[src/hw/cpw_pkg.sv]
// Behaviour
// - mode field 0000 switches the unit off and holds its prescaler, duty latch and output latch reset
// - codes 0100..0111 capture on falling, rising, 4th rising, 16th rising edge
// - code 1000 drives output high, 1001 low, on match; both set the flag
// - code 1010 only sets the flag on match; output unchanged
// - code 1011 sets the flag and pulses the special-event trigger on match
// - mode codes 11xx select pwm with up to ten duty bits
// - control bits 5..4 are the two low duty bits, used only in pwm
// - control bits 7..6 read back as zero
// - a capture copies the whole 16-bit timer-one count into the value bytes
// - each capture sets event flag bit 2; it stays until software clears it
// - a new capture overwrites the value even when not yet read
// - a port write changing an output pin level can trigger a capture
// - the prescaler clears when off, outside capture, and on reset
// - direct prescale switches keep the count; software goes through off first
// - compare checks value against timer one each cycle; action and flag together
// - the special-event trigger resets timer one, making value a period
// - writing zero to the control register forces the output latch low
// - pwm period roll clears timer two, sets pin unless duty zero, reloads high byte
// - pwm pin clears when buffered duty equals timer two with two phase bits
// - in pwm the high value byte is read-only and holds the buffered duty
// - a duty longer than the period never clears the pin
`default_nettype none
package cpw_pkg;
   // bus geometry
   localparam int ADDR_W = 12;
   localparam logic [1:0] RESP_OKAY = 2'h0;
   localparam logic [1:0] RESP_SLVERR = 2'h2;
   // register indices; byte address is four times the index
   localparam logic [7:0] IDX_FLAGS = 8'h0C;
   localparam logic [7:0] IDX_VAL_LO = 8'h15;
   localparam logic [7:0] IDX_VAL_HI = 8'h16;
   localparam logic [7:0] IDX_CTRL = 8'h17;
   localparam logic [7:0] IDX_ENABLES = 8'h8C;
   localparam logic [ADDR_W-1:0] ADDR_FLAGS = ADDR_W'({IDX_FLAGS, 2'h0});
   localparam logic [ADDR_W-1:0] ADDR_VAL_LO = ADDR_W'({IDX_VAL_LO, 2'h0});
   localparam logic [ADDR_W-1:0] ADDR_VAL_HI = ADDR_W'({IDX_VAL_HI, 2'h0});
   localparam logic [ADDR_W-1:0] ADDR_CTRL = ADDR_W'({IDX_CTRL, 2'h0});
   localparam logic [ADDR_W-1:0] ADDR_ENABLES = ADDR_W'({IDX_ENABLES, 2'h0});
   // field positions and reset values
   localparam int EVENT_BIT = 2;
   localparam int DUTY_LSB_UPPER = 5;
   localparam int DUTY_LSB_LOWER = 4;
   localparam int CTRL_W = 6;
   localparam logic [CTRL_W-1:0] CTRL_RESET = 6'h00;
   localparam logic [7:0] BYTE_ZERO = 8'h00;
   localparam logic [1:0] LSB_ZERO = 2'h0;
   // mode field codes
   localparam logic [3:0] MODE_OFF = 4'h0;
   localparam logic [3:0] MODE_CAP_FALL = 4'h4;
   localparam logic [3:0] MODE_CAP_RISE = 4'h5;
   localparam logic [3:0] MODE_CAP_RISE4 = 4'h6;
   localparam logic [3:0] MODE_CAP_RISE16 = 4'h7;
   localparam logic [3:0] MODE_CMP_SET = 4'h8;
   localparam logic [3:0] MODE_CMP_CLR = 4'h9;
   localparam logic [3:0] MODE_CMP_SOFT = 4'hA;
   localparam logic [3:0] MODE_CMP_TRIG = 4'hB;
   localparam logic [1:0] MODE_PWM_TOP = 2'h3;
   localparam logic [1:0] MODE_CAP_TOP = 2'h1;
   localparam logic [1:0] MODE_CMP_TOP = 2'h2;
   // prescaler: zero, step, and last count before the divided capture fires
   localparam logic [3:0] PRESCALE_ZERO = 4'h0;
   localparam logic [3:0] PRESCALE_LAST4 = 4'h3;
   localparam logic [3:0] PRESCALE_LAST16 = 4'hF;
   localparam logic [3:0] PRESCALE_STEP = 4'h1;

   typedef enum logic [1:0] {CPW_OFF, CPW_CAPTURE, CPW_COMPARE, CPW_PWM} cpw_op_t;

   // coarse operation class from the mode field
   function automatic cpw_op_t cpw_op_of(input logic [3:0] mode);
      cpw_op_t op;
      op = CPW_OFF;
      case (mode[3:2])
         MODE_CAP_TOP: op = CPW_CAPTURE;
         MODE_CMP_TOP: op = CPW_COMPARE;
         MODE_PWM_TOP: op = CPW_PWM;
         default: op = CPW_OFF;
      endcase
      return op;
   endfunction
endpackage
`default_nettype wire

[src/hw/cpw_cap_if.sv]
`default_nettype none
// link between the unit and its edge/prescale detector
interface cpw_cap_if;
   logic [3:0] mode;
   logic pin_level;
   logic capture;
   modport unit (output mode, output pin_level, input capture);
   modport detect (input mode, input pin_level, output capture);
endinterface
`default_nettype wire

[src/hw/cpw_edge_prescale.sv]
`default_nettype none
module cpw_edge_prescale import cpw_pkg::*; (
   // clock and reset
   input wire logic clock_in,
   input wire logic sys_rst_in,
   // mode in, capture pulse out
   cpw_cap_if.detect cap
);
   logic pin_prev_r;
   logic [3:0] count_r;
   logic capture_r;
   logic rise;
   logic fall;
   logic in_capture;
   logic divided;
   logic [3:0] last;

   // one edge pulse per transition, found against the previous sample
   assign rise = cap.pin_level && !pin_prev_r;
   assign fall = !cap.pin_level && pin_prev_r;
   assign in_capture = cpw_op_of(cap.mode) == CPW_CAPTURE;
   assign divided = (cap.mode == MODE_CAP_RISE4) || (cap.mode == MODE_CAP_RISE16);
   assign last = (cap.mode == MODE_CAP_RISE4) ? PRESCALE_LAST4 : PRESCALE_LAST16;
   assign cap.capture = capture_r;

   // pin history keeps tracking while off, so switching on sees only real edges
   always_ff @(posedge clock_in or posedge sys_rst_in) begin
      if (sys_rst_in) begin
         pin_prev_r <= 1'b0;
      end else begin
         pin_prev_r <= cap.pin_level;
      end
   end

   // prescaler; a direct code switch keeps the count, >= guards a 16-to-4 switch
   always_ff @(posedge clock_in or posedge sys_rst_in) begin
      if (sys_rst_in) begin
         count_r <= PRESCALE_ZERO;
      end else if (!in_capture) begin
         count_r <= PRESCALE_ZERO;
      end else if (divided && rise) begin
         count_r <= (count_r >= last) ? PRESCALE_ZERO : count_r + PRESCALE_STEP;
      end
   end

   // capture strobe per selected event
   always_ff @(posedge clock_in or posedge sys_rst_in) begin
      if (sys_rst_in) begin
         capture_r <= 1'b0;
      end else begin
         capture_r <= in_capture && (((cap.mode == MODE_CAP_FALL) && fall) ||
                      ((cap.mode == MODE_CAP_RISE) && rise) ||
                      (divided && rise && (count_r >= last)));
      end
   end

   prescale_clear_a: assert property (@(posedge clock_in) disable iff (sys_rst_in)
      !in_capture |=> count_r == PRESCALE_ZERO)
      else $error("prescaler not cleared outside capture");
   every_fourth_a: assert property (@(posedge clock_in) disable iff (sys_rst_in)
      (cap.mode == MODE_CAP_RISE4) && rise && (count_r == PRESCALE_LAST4) |=> capture_r && count_r == PRESCALE_ZERO)
      else $error("fourth rising edge did not capture");
endmodule // cpw_edge_prescale
`default_nettype wire

[src/hw/cpw_unit.sv]
// Our own choice: the AXI4-Lite slave port.
`default_nettype none
module cpw_unit import cpw_pkg::*; (
   // clock and reset
   input wire logic clock_in,
   input wire logic sys_rst_in,
   // axi4-lite write address and data
   input wire logic [ADDR_W-1:0] s_axi_awaddr_in,
   input wire logic s_axi_awvalid_in,
   output logic s_axi_awready_out,
   input wire logic [31:0] s_axi_wdata_in,
   input wire logic [3:0] s_axi_wstrb_in,
   input wire logic s_axi_wvalid_in,
   output logic s_axi_wready_out,
   // axi4-lite write response
   output logic [1:0] s_axi_bresp_out,
   output logic s_axi_bvalid_out,
   input wire logic s_axi_bready_in,
   // axi4-lite read
   input wire logic [ADDR_W-1:0] s_axi_araddr_in,
   input wire logic s_axi_arvalid_in,
   output logic s_axi_arready_out,
   output logic [31:0] s_axi_rdata_out,
   output logic [1:0] s_axi_rresp_out,
   output logic s_axi_rvalid_out,
   input wire logic s_axi_rready_in,
   // timer one
   input wire logic [15:0] timer_one_count_in,
   output logic timer_one_reset_out,
   // timer two
   input wire logic [7:0] timer_two_count_in,
   input wire logic [7:0] timer_two_period_in,
   input wire logic timer_two_incr_in,
   input wire logic [1:0] timer_two_phase_in,
   output logic timer_two_clear_out,
   // shared pin
   input wire logic shared_unit_pin_in,
   output logic unit_pin_out
);
   // register file
   logic [CTRL_W-1:0] ctrl_r;
   logic [7:0] val_lo_r;
   logic [7:0] val_hi_r;
   logic flag_r;
   logic enable_r;
   logic [1:0] duty_latch_r;
   logic pin_latch_r;
   logic timer_one_reset_r;
   logic timer_two_clear_r;
   // bus state
   logic awready_r;
   logic wready_r;
   logic bvalid_r;
   logic [1:0] bresp_r;
   logic [ADDR_W-1:0] awaddr_r;
   logic [7:0] wdata_r;
   logic wstrb0_r;
   logic arready_r;
   logic rvalid_r;
   logic [7:0] rdata_r;
   logic [1:0] rresp_r;
   logic rd_ctrl_r;
   // decoded
   cpw_op_t op;
   logic [3:0] mode;
   logic wr_do;
   logic wr_hit;
   logic wr_flags;
   logic wr_val_lo;
   logic wr_val_hi;
   logic wr_ctrl;
   logic wr_enables;
   logic ctrl_zero_wr;
   logic cap_pulse;
   logic cmp_match;
   logic pwm_roll;
   logic pwm_off_match;
   logic [9:0] duty_next;
   logic [7:0] rd_byte;
   logic rd_hit;

   cpw_cap_if cap_link ();

   assign mode = ctrl_r[3:0];
   assign op = cpw_op_of(mode);
   assign cap_link.mode = mode;
   assign cap_link.pin_level = shared_unit_pin_in;
   assign cap_pulse = cap_link.capture;

   // edge detection and capture prescaler
   cpw_edge_prescale u_detect (
      .clock_in(clock_in),
      .sys_rst_in(sys_rst_in),
      .cap(cap_link.detect)
   );

   // outputs straight from flops
   assign s_axi_awready_out = awready_r;
   assign s_axi_wready_out = wready_r;
   assign s_axi_bvalid_out = bvalid_r;
   assign s_axi_bresp_out = bresp_r;
   assign s_axi_arready_out = arready_r;
   assign s_axi_rvalid_out = rvalid_r;
   assign s_axi_rdata_out = {24'h000000, rdata_r};
   assign s_axi_rresp_out = rresp_r;
   assign timer_one_reset_out = timer_one_reset_r;
   assign timer_two_clear_out = timer_two_clear_r;
   assign unit_pin_out = pin_latch_r;

   // write decode; a write runs once both address and data are held
   assign wr_do = !awready_r && !wready_r && !bvalid_r;
   assign wr_flags = wr_do && wstrb0_r && (awaddr_r == ADDR_FLAGS);
   assign wr_val_lo = wr_do && wstrb0_r && (awaddr_r == ADDR_VAL_LO);
   assign wr_val_hi = wr_do && wstrb0_r && (awaddr_r == ADDR_VAL_HI);
   assign wr_ctrl = wr_do && wstrb0_r && (awaddr_r == ADDR_CTRL);
   assign wr_enables = wr_do && wstrb0_r && (awaddr_r == ADDR_ENABLES);
   assign wr_hit = (awaddr_r == ADDR_FLAGS) || (awaddr_r == ADDR_VAL_LO) || (awaddr_r == ADDR_VAL_HI) ||
                   (awaddr_r == ADDR_CTRL) || (awaddr_r == ADDR_ENABLES);
   assign ctrl_zero_wr = wr_ctrl && (wdata_r == BYTE_ZERO);

   // event sources
   assign cmp_match = (op == CPW_COMPARE) && ({val_hi_r, val_lo_r} == timer_one_count_in);
   assign pwm_roll = (op == CPW_PWM) && timer_two_incr_in && (timer_two_count_in == timer_two_period_in);
   assign duty_next = {val_lo_r, ctrl_r[DUTY_LSB_UPPER:DUTY_LSB_LOWER]};
   // a duty beyond the period never meets the count, so the pin stays set
   assign pwm_off_match = (op == CPW_PWM) &&
                          ({val_hi_r, duty_latch_r} == {timer_two_count_in, timer_two_phase_in});

   // write address channel; held until the response is taken
   always_ff @(posedge clock_in or posedge sys_rst_in) begin
      if (sys_rst_in) begin
         awready_r <= 1'b1;
         awaddr_r <= '0;
      end else if (awready_r && s_axi_awvalid_in) begin
         awready_r <= 1'b0;
         awaddr_r <= s_axi_awaddr_in;
      end else if (bvalid_r && s_axi_bready_in) begin
         awready_r <= 1'b1;
      end
   end

   // write data channel; only lane 0 carries register bits
   always_ff @(posedge clock_in or posedge sys_rst_in) begin
      if (sys_rst_in) begin
         wready_r <= 1'b1;
         wdata_r <= BYTE_ZERO;
         wstrb0_r <= 1'b0;
      end else if (wready_r && s_axi_wvalid_in) begin
         wready_r <= 1'b0;
         wdata_r <= s_axi_wdata_in[7:0];
         wstrb0_r <= s_axi_wstrb_in[0];
      end else if (bvalid_r && s_axi_bready_in) begin
         wready_r <= 1'b1;
      end
   end

   // write response; unmapped addresses answer slverr
   always_ff @(posedge clock_in or posedge sys_rst_in) begin
      if (sys_rst_in) begin
         bvalid_r <= 1'b0;
         bresp_r <= RESP_OKAY;
      end else if (wr_do) begin
         bvalid_r <= 1'b1;
         bresp_r <= wr_hit ? RESP_OKAY : RESP_SLVERR;
      end else if (bvalid_r && s_axi_bready_in) begin
         bvalid_r <= 1'b0;
      end
   end

   // read mux; unused flag and enable bits read zero
   always_comb begin
      rd_byte = BYTE_ZERO;
      rd_hit = 1'b1;
      case (s_axi_araddr_in)
         ADDR_FLAGS: rd_byte[EVENT_BIT] = flag_r;
         ADDR_VAL_LO: rd_byte = val_lo_r;
         ADDR_VAL_HI: rd_byte = val_hi_r;
         ADDR_CTRL: rd_byte = {2'h0, ctrl_r};
         ADDR_ENABLES: rd_byte[EVENT_BIT] = enable_r;
         default: rd_hit = 1'b0;
      endcase
   end

   // read channel; data one cycle after the address is taken
   always_ff @(posedge clock_in or posedge sys_rst_in) begin
      if (sys_rst_in) begin
         arready_r <= 1'b1;
         rvalid_r <= 1'b0;
         rdata_r <= BYTE_ZERO;
         rresp_r <= RESP_OKAY;
         rd_ctrl_r <= 1'b0;
      end else if (arready_r && s_axi_arvalid_in) begin
         arready_r <= 1'b0;
         rvalid_r <= 1'b1;
         rdata_r <= rd_byte;
         rresp_r <= rd_hit ? RESP_OKAY : RESP_SLVERR;
         rd_ctrl_r <= s_axi_araddr_in == ADDR_CTRL;
      end else if (rvalid_r && s_axi_rready_in) begin
         arready_r <= 1'b1;
         rvalid_r <= 1'b0;
      end
   end

   // control register; upper two bits are not stored
   always_ff @(posedge clock_in or posedge sys_rst_in) begin
      if (sys_rst_in) begin
         ctrl_r <= CTRL_RESET;
      end else if (wr_ctrl) begin
         ctrl_r <= wdata_r[CTRL_W-1:0];
      end
   end

   // event enable; only stored, software gates its own interrupt with it
   always_ff @(posedge clock_in or posedge sys_rst_in) begin
      if (sys_rst_in) begin
         enable_r <= 1'b0;
      end else if (wr_enables) begin
         enable_r <= wdata_r[EVENT_BIT];
      end
   end

   // event flag; a hardware event wins over a clearing write in the same cycle
   always_ff @(posedge clock_in or posedge sys_rst_in) begin
      if (sys_rst_in) begin
         flag_r <= 1'b0;
      end else if (cap_pulse || cmp_match) begin
         flag_r <= 1'b1;
      end else if (wr_flags) begin
         flag_r <= wdata_r[EVENT_BIT];
      end
   end

   // low value byte; capture beats a software write
   always_ff @(posedge clock_in or posedge sys_rst_in) begin
      if (sys_rst_in) begin
         val_lo_r <= BYTE_ZERO;
      end else if (cap_pulse) begin
         val_lo_r <= timer_one_count_in[7:0];
      end else if (wr_val_lo) begin
         val_lo_r <= wdata_r;
      end
   end

   // high value byte; in pwm it is the buffered duty and ignores writes
   always_ff @(posedge clock_in or posedge sys_rst_in) begin
      if (sys_rst_in) begin
         val_hi_r <= BYTE_ZERO;
      end else if (cap_pulse) begin
         val_hi_r <= timer_one_count_in[15:8];
      end else if (pwm_roll) begin
         val_hi_r <= val_lo_r;
      end else if (wr_val_hi && (op != CPW_PWM)) begin
         val_hi_r <= wdata_r;
      end
   end

   // hidden two-bit duty latch, reloaded with the high byte
   always_ff @(posedge clock_in or posedge sys_rst_in) begin
      if (sys_rst_in) begin
         duty_latch_r <= LSB_ZERO;
      end else if (op == CPW_OFF) begin
         duty_latch_r <= LSB_ZERO;
      end else if (pwm_roll) begin
         duty_latch_r <= ctrl_r[DUTY_LSB_UPPER:DUTY_LSB_LOWER];
      end
   end

   // unit output latch, separate from the port data latch
   always_ff @(posedge clock_in or posedge sys_rst_in) begin
      if (sys_rst_in) begin
         pin_latch_r <= 1'b0;
      end else if (ctrl_zero_wr || (op == CPW_OFF)) begin
         pin_latch_r <= 1'b0;
      end else if (cmp_match && (mode == MODE_CMP_SET)) begin
         pin_latch_r <= 1'b1;
      end else if (cmp_match && (mode == MODE_CMP_CLR)) begin
         pin_latch_r <= 1'b0;
      end else if (pwm_roll) begin
         pin_latch_r <= duty_next != 10'h000;
      end else if (pwm_off_match) begin
         pin_latch_r <= 1'b0;
      end
   end

   // one-cycle strobes to the timers
   always_ff @(posedge clock_in or posedge sys_rst_in) begin
      if (sys_rst_in) begin
         timer_one_reset_r <= 1'b0;
         timer_two_clear_r <= 1'b0;
      end else begin
         timer_one_reset_r <= cmp_match && (mode == MODE_CMP_TRIG);
         timer_two_clear_r <= pwm_roll;
      end
   end

   off_latch_low_a: assert property (@(posedge clock_in) disable iff (sys_rst_in)
      (mode == MODE_OFF) |=> !pin_latch_r)
      else $error("output latch not low while off");
   upper_ctrl_zero_a: assert property (@(posedge clock_in) disable iff (sys_rst_in)
      (rvalid_r && rd_ctrl_r) |-> (s_axi_rdata_out[7:6] == 2'h0))
      else $error("control bits 7..6 read nonzero");
   capture_copies_a: assert property (@(posedge clock_in) disable iff (sys_rst_in)
      cap_pulse |=> ({val_hi_r, val_lo_r} == $past(timer_one_count_in)) && flag_r)
      else $error("capture did not copy timer one and set flag");
   flag_sticky_a: assert property (@(posedge clock_in) disable iff (sys_rst_in)
      (flag_r && !wr_flags) |=> flag_r)
      else $error("event flag dropped without a clearing write");
   cmp_set_high_a: assert property (@(posedge clock_in) disable iff (sys_rst_in)
      (cmp_match && (mode == MODE_CMP_SET) && !wr_ctrl) |=> pin_latch_r && flag_r)
      else $error("compare set did not drive output high");
   cmp_clear_low_a: assert property (@(posedge clock_in) disable iff (sys_rst_in)
      (cmp_match && (mode == MODE_CMP_CLR)) |=> !pin_latch_r && flag_r)
      else $error("compare clear did not drive output low");
   cmp_soft_keep_a: assert property (@(posedge clock_in) disable iff (sys_rst_in)
      (cmp_match && (mode == MODE_CMP_SOFT) && !wr_ctrl) |=> $stable(pin_latch_r) && flag_r)
      else $error("soft compare changed the output");
   special_trigger_a: assert property (@(posedge clock_in) disable iff (sys_rst_in)
      (cmp_match && (mode == MODE_CMP_TRIG)) |=> timer_one_reset_r ##1 !timer_one_reset_r || cmp_match)
      else $error("special event trigger missing");
   pwm_reload_a: assert property (@(posedge clock_in) disable iff (sys_rst_in)
      (pwm_roll && !cap_pulse) |=> (val_hi_r == $past(val_lo_r)) && timer_two_clear_r)
      else $error("pwm period roll did not reload duty");
   zero_write_low_a: assert property (@(posedge clock_in) disable iff (sys_rst_in)
      ctrl_zero_wr |=> !pin_latch_r [*2])
      else $error("zero control write did not force latch low");
endmodule // cpw_unit
`default_nettype wire

[config.mk]
export PLATFORM = sky130hd
export DESIGN_NAME = cpw_unit
export DESIGN_NICKNAME = d
export VERILOG_FILES = /design/src/hw/cpw_pkg.sv /design/src/hw/cpw_cap_if.sv /design/src/hw/cpw_edge_prescale.sv /design/src/hw/cpw_unit.sv
export SDC_FILE = /design/constraint.sdc
export NUM_CORES = 1
export LEC_CHECK = 0
export BUFFER_PORTS_ARGS = -buffer_cell sky130_fd_sc_hd__buf_2
export CORE_MARGIN = 1
export CORE_UTILIZATION = 30
export CTS_BUF_LIST = sky130_fd_sc_hd__clkbuf_4 sky130_fd_sc_hd__clkbuf_8
export CTS_CLUSTER_SIZE = 20
export DETAILED_ROUTE_END_ITERATION = 16
export PLACE_DENSITY = 0.63
export SLEW_MARGIN = 30
export SYNTH_ARGS = -nofsm -noshare
export SYNTH_HDL_FRONTEND = slang
export SYNTH_SLANG_ARGS = --single-unit
[constraint.sdc]
create_clock -name clock_in -period 4.85 [get_ports clock_in]
set_input_delay 0.2425 -clock clock_in [delete_from_list [all_inputs] [get_ports clock_in]]
set_output_delay 0.2425 -clock clock_in [all_outputs]
set_load 0.005 [all_outputs]
# Word level (Yosys, flattened, before mapping)
# Index checks and enable logic that the tools add are counted.
op_classes:
  add_sub_neg: 1
  n_lt_le_gt_ge: 1
  n_eq_ne: 28
  n_reduce_logical: 56
  muxes: 34
op_table:
  columns: ["op", "n"]
  rows:
  - ["$eq A12 B7 Y1 const B", 6]
  - ["$mux W8", 5]
  - ["$logic_and A1 B1 Y1", 29]
  - ["$eq A12 B10 Y1 const B", 2]
  - ["$eq A12 B6 Y1 const B", 2]
  - ["$mux W1", 17]
  - ["$eq A16 B16 Y1", 1]
  - ["$eq A4 B3 Y1 const B", 4]
  - ["$mux W4", 4]
  - ["$pmux W5 S3", 1]
  - ["$reduce_bool A2 Y1", 7]
  - ["$eq A4 B4 Y1 const B", 3]
  - ["$pmux W2 S3", 2]
  - ["$eq A10 B10 Y1", 1]
  - ["$reduce_bool A10 Y1", 1]
  - ["$logic_or A1 B1 Y1", 9]
  - ["$eq A2 B2 Y1 const B", 4]
  - ["$eq A8 B8 Y1", 1]
  - ["$logic_not A8 Y1", 1]
  - ["$mux W2", 4]
  - ["$logic_not A1 Y1", 5]
  - ["$pmux W1 S5", 1]
  - ["$reduce_bool A5 Y1", 1]
  - ["$reduce_or A5 Y1", 1]
  - ["6 further kinds", 8]
totals:
  wordCells: 143
  inputBits: 103
  ff_bits: 73

# Logic depth before layout (Yosys ltp)
# Gate-level depths: netlist of the first run.
logic_depth:
  ltp_word: 9
  ltp_mapped: 8
  mapped_depth_nobuf: 8

# Modules after synthesis
# From an unflattened synthesis of the first run, not the netlist that was laid out.
hier_totals:
  cells_unflattened: 369
  area_unflattened_um2: 4041.4
by_module_without_submodules:
  columns: ["mod", "area_each_um2", "seq_area_each_um2", "n_inst", "cells_each"]
  rows:
  - ["cpw_unit", 3707.3, 1630.3, 1, 336]
  - ["cpw_edge_prescale", 334.1, 150.1, 1, 33]

# Least setup slack after synthesis of the first run
# Ideal clock, no wire load.
synth_timing:
  kind: "register to register"
  startpoint: "reg ctrl_r[2]"
  endpoint: "reg u_detect.count_r[2]"
  required_time_ns: 4.767
  slack_ns: 2.987
  stages_incl_launch_ff: 9
  arrival_time_ns: 1.781
  setup_time_ns: 0.083
  synth_period_minus_slack_ns: 1.863
  path_buffers: 0
  cell_sequence: "dfrtp_1 > nor2b_1 > nor3b_1 > ha_1 > a21oi_1 > o21a_1 > and3_1 > nand2_1 > o21ai_0"
synth_via:
  elab_chain_len: 6
  word_cells_on_any_way: 15
synth_lines:
  columns: ["item", "line_no", "text"]
  rows:
  - ["from (decl)", "cpw_unit.sv:41", "logic [CTRL_W-1:0] ctrl_r;"]
  - ["from (signal assigned)", "cpw_unit.sv:209", "ctrl_r <= wdata_r[CTRL_W-1:0];"]
  - ["$eq A4 B3 Y1", "cpw_edge_prescale.sv:22, cpw_edge_prescale.sv:23", null]
  - ["$mux W4", "cpw_edge_prescale.sv:23", "assign last = (cap.mode == MODE_CAP_RISE4) ? PRESCALE_LAST4 : PRESCALE_LAST16;"]
  - ["$ge A4 B4 Y1", "cpw_edge_prescale.sv:42", "count_r <= (count_r >= last) ? PRESCALE_ZERO : count_r + PRESCALE_STEP;"]
  - ["$mux W4", "cpw_edge_prescale.sv:42", null]
  - ["$mux W4", "cpw_edge_prescale.sv:41", "end else if (divided && rise) begin"]
  - ["$mux W4", "cpw_edge_prescale.sv:39", "end else if (!in_capture) begin"]
  - ["to (signal assigned)", "cpw_edge_prescale.sv:42", null]
  - ["to (decl)", "cpw_edge_prescale.sv:10", "logic [3:0] count_r;"]
# Parallel ways exist; a longest one is shown, timed or not. The select of a mux whose other input is x is not followed.
# A chain may end at the register's enable or synchronous reset.

# Final worst setup path of the first run
layout_timing:
  startpoint: "reg ctrl_r[2]"
  endpoint: "reg val_hi_r[0]"
layout_via:
  elab_chain_len: 7
  word_cells_on_any_way: 12
layout_lines:
  columns: ["item", "line_no", "text"]
  rows:
  - ["$eq A2 B2 Y1 / $eq A2 B1 Y1 (equally long branches)", "cpw_pkg.sv:73", "case (mode[3:2])"]
  - ["$pmux W2 S3 *", "cpw_pkg.sv:73", null]
  - ["$eq A2 B2 Y1", "cpw_unit.sv:123", "assign pwm_roll = (op == CPW_PWM) && timer_two_incr_in && (timer_two_count_in == timer_two_period_in);"]
  - ["$logic_and A1 B1 Y1 (2 in a row)", "cpw_unit.sv:123", null]
  - ["$mux W8", "cpw_unit.sv:250", "end else if (pwm_roll) begin"]
  - ["$mux W8", "cpw_unit.sv:248", "end else if (cap_pulse) begin"]
  - ["to (signal assigned)", "cpw_unit.sv:249", "val_hi_r <= timer_one_count_in[15:8];"]
  - ["to (signal assigned)", "cpw_unit.sv:251", "val_hi_r <= val_lo_r;"]
  - ["to (signal assigned)", "cpw_unit.sv:253", "val_hi_r <= wdata_r;"]
  - ["to (decl)", "cpw_unit.sv:43", "logic [7:0] val_hi_r;"]
# Mark *: on every way between the ends. The rest lies on a longest branch, timed or not.

==> impl_metrics.toml, run 1 <==
[sta]
fin_crit_ns = 2.236
fin_crit_sh = 0.4611
max_freq_mhz = 447.2
layout_setup_ws_ns = 2.614
rsz0062_at_grt = "no"
whs_ns = 0.02735
skew_ns = 0.01192
slew_headroom = 0.4356
setup_violations = 0
finalHoldViolCount = 0
finalMaxSlewViolations = 0
setup_tns_ns = 0
worst_pin_slew_ns = 0.8466

[placement]
placed_area_um2 = 4613
gp_congestion = 0.7992
port-buffer-count = 93
place_hpwl_mm = 7.772
placed_cells = 644
dp_slack_ns = 2.525

[layout]
drive_gt1_frac = 0.3155
layout.nets = 586
mostFrequentLayoutCells = "buf_2, dfrtp_1, nand2_1, conb_1, mux2_2"
nFillCells = 1338
area_growth_pct = 19.47
final_cell_area_um2 = 4852
final_core_util = 0.3664
final_common_cell = "buf_2"
antenna_cells = 0
fin_cells = 661

[yosys]
yosysTopAreaCellShare = 0.4190
yosysWarnings = 0
synthCells = 384
synth_area_leaders = "dfrtp_1, mux2_2, mux2i_1, buf_4, xor2_1"
ys_seq_elements = 71
synth_edf_count = 0
yosysTopAreaCell = "dfrtp_1"
synth_ff_type = "dfrtp_1"
syn_area_per_cell_um2 = 10.58
netlist_area_um2 = 4061
synth-seq-area-share = 0.4384
yosysUniqueCellTypes = 52
async_flop_share = 1.000

[setup_path]
worst-setup-path-type = "flip-flop to flip-flop"
crit_chain = "nand4_1, or3_1, a21oi_2, a221oi_2"
required_ns = 5.05
endpoint = "val_hi_r[0]"
crit_start = "ctrl_r[2]"
reg2reg_to = "val_hi_r[0]"
reg2regPathDepth = 4
r2r_setup_slack_ns = 2.61
cp_top_family = "simple AND/OR/NAND/NOR gates"
cpPeakStageDelay_ns = 0.67
path_buf_inv = 0
worstPathArrival_ns = 2.44
cp-end-kind = "flip-flop"
worstPathMaxFanout = 11
slowest_stage = "or3_1"
cp-start-kind = "flip-flop"
path_depth = 4
regToRegStartpoint = "ctrl_r[2]"

[clock_network]
clk-insertion-delay-late_ns = 0.36
post_cts_resized = 0
cts.htree.levels = 3
clk_path_buf_depth = 2
cts_tree = "built"
cts_sinks = 71
root_buffer = "clkbuf_8"
cts_setup_buffers = 0
numCtsBuffers = 9
clkTransAtPathRegs_ns = 0.09

[pwr]
total_power_mw = 1.802
cellLeakagePower_nw = 2.214
power_density_nw_per_um2 = 371.3
ir_worst_vdd_mv = 0.1980

[detailed_routing]
via_per_inst = 4.772
route.detailed.drc = 0
firstDrtPassIters = 5
drt_iter0_markers = 148
route.final.wire_length_mm = 10.02
vias = 3154
antenna_left = 0
avgRoutedWirePerCell_um = 15.16

[floorplan]
initial_core_util = 0.3067
dieArea_um2 = 14010
die_x_um = 118.4
rows = 42
die_y_um = 118.4
ios = 147
design.core.area_um2 = 13240

[global_routing]
grt_max_degree = 55
grt_pass1_wl_mm = 16.39
grt_pass1_vias = 3243
grt_overflow = 0
track_usage = 0.1521
antenna_found_initial = 0

[status]
outcome = "completed"

[flow_run]
max_cap_viol_count = 0

[worst_hold_path]
min_path_type = "primary input to flip-flop"
-- cell families (layout without fill, tap and decap cells) --
kind of cell / after synthesis / count (layout) / synth area share
XOR/XNOR: 35 / 35 / 0.07548
multiplexers: 45 / 45 / 0.1183
adder cells (fa/ha/maj): 3 / 3 / 0.009243
flip-flops: 71 / 71 / 0.4384
other: 1 / 26 / 0.0009233
buffers and inverters: 51 / 127 / 0.07425
AO/OA/AOI/OAI: 65 / 65 / 0.1183
AND/OR/NAND/NOR: 113 / 113 / 0.1651
-- worst register-to-register path: cells and delay by family, from the launching register on --
kind               cells  cell delay [ns]
DFF                    1             0.50
and+or+nand+nor        2             0.87
AOI/OAI and AO/OA      2             0.71
-- where the power goes --
group          internal (mW)  leakage (nW)  switching [mW]
logic                  0.217          1.22           0.163
clock network          0.310         0.113           0.233
registers              0.718         0.880           0.161
-- how the worst min path moves through the flow --
| stage | from | to | cells past startpoint |
|---|---|---|---|
| global placement | sys_rst_in | s_axi_bvalid_out | 2 |
| detailed placement | sys_rst_in | wstrb0_r | 2 |
| global route | s_axi_awvalid_in | s_axi_awready_out | 2 |
| finish | s_axi_arvalid_in | s_axi_arready_out | 2 |
| floorplan | shared_unit_pin_in | u_detect.pin_prev_r | 0 |
| CTS | s_axi_arvalid_in | s_axi_arready_out | 2 |
-- synth_stat cells, drive strengths merged, types with 2 or more instances --
library cell  count
a21o              2
a21oi             7
a221oi            8
a22oi            12
a31oi             2
and2              3
and3              3
and3b             2
and4              2
buf              31
clkbuf            4
dfrtp            68
dfstp             3
ha                3
inv              16
mux2             24
mux2i            21
nand2            40
nand3             7
nand4             6
nor2              4
nor2b            13
nor3              4
nor3b             7
nor4             11
nor4b             4
nor4bb            2
o2111ai           2
o21a              3
o21ai            23
o22ai             2
or3               2
xnor2            15
xor2             20
-- repair_timing --
| item | in CTS | in global routing |
|---|---|---|
| setup endpoints to repair | 0 | 0 |
| hold endpoints to repair | 15 | 0 |
| hold buffers | 1 | 0 |
-- metal layers --
layer,global-route usage,up-vias,part of all wire
li1,-,1523,-
met3,0.04392,18,0.058
met4,0.06330,0,0.023
met5,0,-,0
met2,0.2371,115,0.45
met1,0.1966,1498,0.47
-- registers in the layout (all words and copies together) (netlist names), 2 cells and up --
signal,count
wdata_r,8
awaddr_r,12
u_detect.count_r,4
rdata_r,8
val_hi_r,8
ctrl_r,6
val_lo_r,8
duty_latch_r,2
-- cell type report --
type                    instances  area [µm²]  share of cell area
clock buffers                  11       145.1             0.02991
clock inverters                 5       81.33             0.01676
inverters                      16       60.06             0.01238
multi-input cells             287        2082              0.4291
flip-flops and latches         71        1780              0.3669
well taps                     176       220.2             0.04538
repair buffers                 95       483.0             0.09954
Power figures use the tool's default switching activity.
==> run 2: changes to the inputs <==
- clock period: 4.85 -> 2.1 ns (I/O delays scaled with it)
==> run 2 against run 1 <==
Effect of this change: wire length grew 6.1%; clock-buffer cell count did not move; combinational power rose to 2.7 times the previous value.
==> impl_metrics.toml, run 2 (synthesized netlist as in run 1, its figures left out) <==
[pwr]
cellLeakagePower_nw = 2.445
intPower_mw = 2.728
power.switching_mw = 1.311
switching_share = 0.3246
power_density_nw_per_um2 = 761.2
ir_worst_vdd_mv = 0.3978
power_frac_comb = 0.259
power_frac_seq = 0.498
clockPowerShare = 0.243

[sta]
skew_ns = 0.006002
finalMaxSlewViolations = 0
setup_tns_ns = 0
whs_ns = 0.04965
rsz0062_at_grt = "no"
setup_violations = 0
finalHoldViolCount = 0
max_freq_mhz = 509.8
fin_crit_sh = 0.9342
layout_setup_ws_ns = 0.1383
worst_pin_slew_ns = 0.6558
fin_crit_ns = 1.962
slew_headroom = 0.5614

[setup_path]
reg2reg_to = "val_hi_r[7]"
required_ns = 2.33
cp-end-kind = "flip-flop"
slowest_stage = "or3_1"
worst-setup-path-type = "flip-flop to flip-flop"
cp-start-kind = "flip-flop"
crit_chain = "buf_4, nand4_1, or3_1, a21oi_2, buf_4, a221oi_2"
cpPeakStageDelay_ns = 0.67
reg2regPathDepth = 6
r2r_setup_slack_ns = 0.14
worstPathMaxFanout = 11
worstPathArrival_ns = 2.19
regToRegStartpoint = "ctrl_r[2]"
cp_common_cell = "buf_4"

[worst_hold_path]
whs_endpoint = "val_lo_r[1]"
whs_path_depth = 3
min_path_type = "primary input to flip-flop"
hold_start = "timer_one_count_in[1]"

[placement]
placed_cells = 668
place_hpwl_mm = 8.155
gp_congestion = 0.8289
port-buffer-count = 93
dp_slack_ns = -0.07617

[global_routing]
grt_pass1_vias = 3424
track_usage = 0.1653
grt_max_degree = 34
grt_overflow = 0
antenna_found_initial = 0
grt_pass1_wl_mm = 17.66

[detailed_routing]
route.detailed.drc = 0
via_per_inst = 4.779
avgRoutedWirePerCell_um = 14.87
drt_iter0_markers = 213
firstDrtPassIters = 4
antenna_left = 0
vias = 3417
route.final.wire_length_mm = 10.63

[layout]
antenna_cells = 0
multiInputGateArea_um2 = 2093
final_common_cell = "buf_2"
drive_gt1_frac = 0.3321
final_core_util = 0.4007
layout.nets = 641
mostFrequentLayoutCells = "buf_2, dfrtp_1, nand2_1, dlygate4sd3_1, conb_1"
fin_cells = 715
regArea_um2 = 1782
area_growth_pct = 30.65
nFillCells = 1332
largest_reg_flops = 12
top_register = "awaddr_r"

[flow_run]
max_cap_viol_count = 0

[floorplan]
initial_core_util = 0.3067
dieArea_um2 = 14010
design.core.area_um2 = 13240
die_y_um = 118.4
die_x_um = 118.4
rows = 42
ios = 147

[clock_network]
cts_sinks = 71
cts_tree = "built"
numCtsBuffers = 9
clkTransAtPathRegs_ns = 0.07
cts.htree.levels = 3
root_buffer = "clkbuf_8"
clk-insertion-delay-late_ns = 0.37
clk_path_buf_depth = 2

[status]
outcome = "completed"
run 2: cell types whose count changed in the layout (fill, tap and decap cells not counted):
cell           delta
dlygate4sd3_1    +30
buf_4            +24
bufinv_16         -2
clkinv_2          +2
buf_12            +1
dfrtp_1           -1
dfrtp_2           +1
inv_6             -1
nor3b_1           -1
nor3b_4           +1
run 2: worst max-delay path by stage:
stage          slack [ns]         startpoint  cells after the start             endpoint
2_1_floorplan        0.20         sys_rst_in                      1          awaddr_r[0]
4_1_cts              0.06          ctrl_r[2]                      8  u_detect.count_r[2]
3_5_place_dp        -0.08  s_axi_awready_out                      5          val_hi_r[7]
6_report             0.14          ctrl_r[2]                      6          val_hi_r[7]
5_1_grt             0.005          ctrl_r[3]                      8  u_detect.count_r[2]
3_3_place_gp       -0.006   s_axi_wready_out                      4          val_lo_r[7]
run 2: area by class of cell:
cell class              instances  area share
well taps                     176     0.04150
multi-input cells             287      0.3945
flip-flops and latches         71      0.3358
clock buffers                  11     0.02735
repair buffers                150      0.1853
clock inverters                 4    0.004244
inverters                      16     0.01132
run 2: repair_timing:
item	in CTS	in global routing
hold buffers	31	0
resized for setup	1	3
hold endpoints to repair	48	0
endpoints found under the setup margin	8	8
buffers inserted	0	1
run 2: metrics by stage:
stage	total power [mW]	area (µm²)
floorplan	2.618	4155
global placement	2.972	4800
detailed placement	3.025	4806
CTS	4.091	5286
global route	4.281	5306
finish	4.039	5306
run 2: power by group through the flow:
stage                     combinational (mW)  sequential, mW  clock, mW
after global routing                    1.16            2.06       1.06
after floorplan                        0.684            1.93          0
after detailed placement               0.986            2.04          0
after global placement                 0.951            2.02          0
after CTS                               1.05            2.01       1.02
final                                   1.04            2.01      0.981
run 2: layer usage:
metal | vias to the layer above | global-route usage | wire [µm]
li1 | 1627 | - | -
met1 | 1653 | 0.2186 | 4784
met2 | 122 | 0.2592 | 4927
met3 | 15 | 0.03716 | 706
met4 | 0 | 0.07051 | 212
met5 | - | 0 | 0
run 2: critical path: cells and delay by family (launching register included):
kind | cells | cell delay [ns]
flip-flops | 1 | 0.38
buffers and inverters | 2 | 0.33
AO/OA/AOI/OAI | 2 | 0.28
AND/OR/NAND/NOR | 2 | 0.82
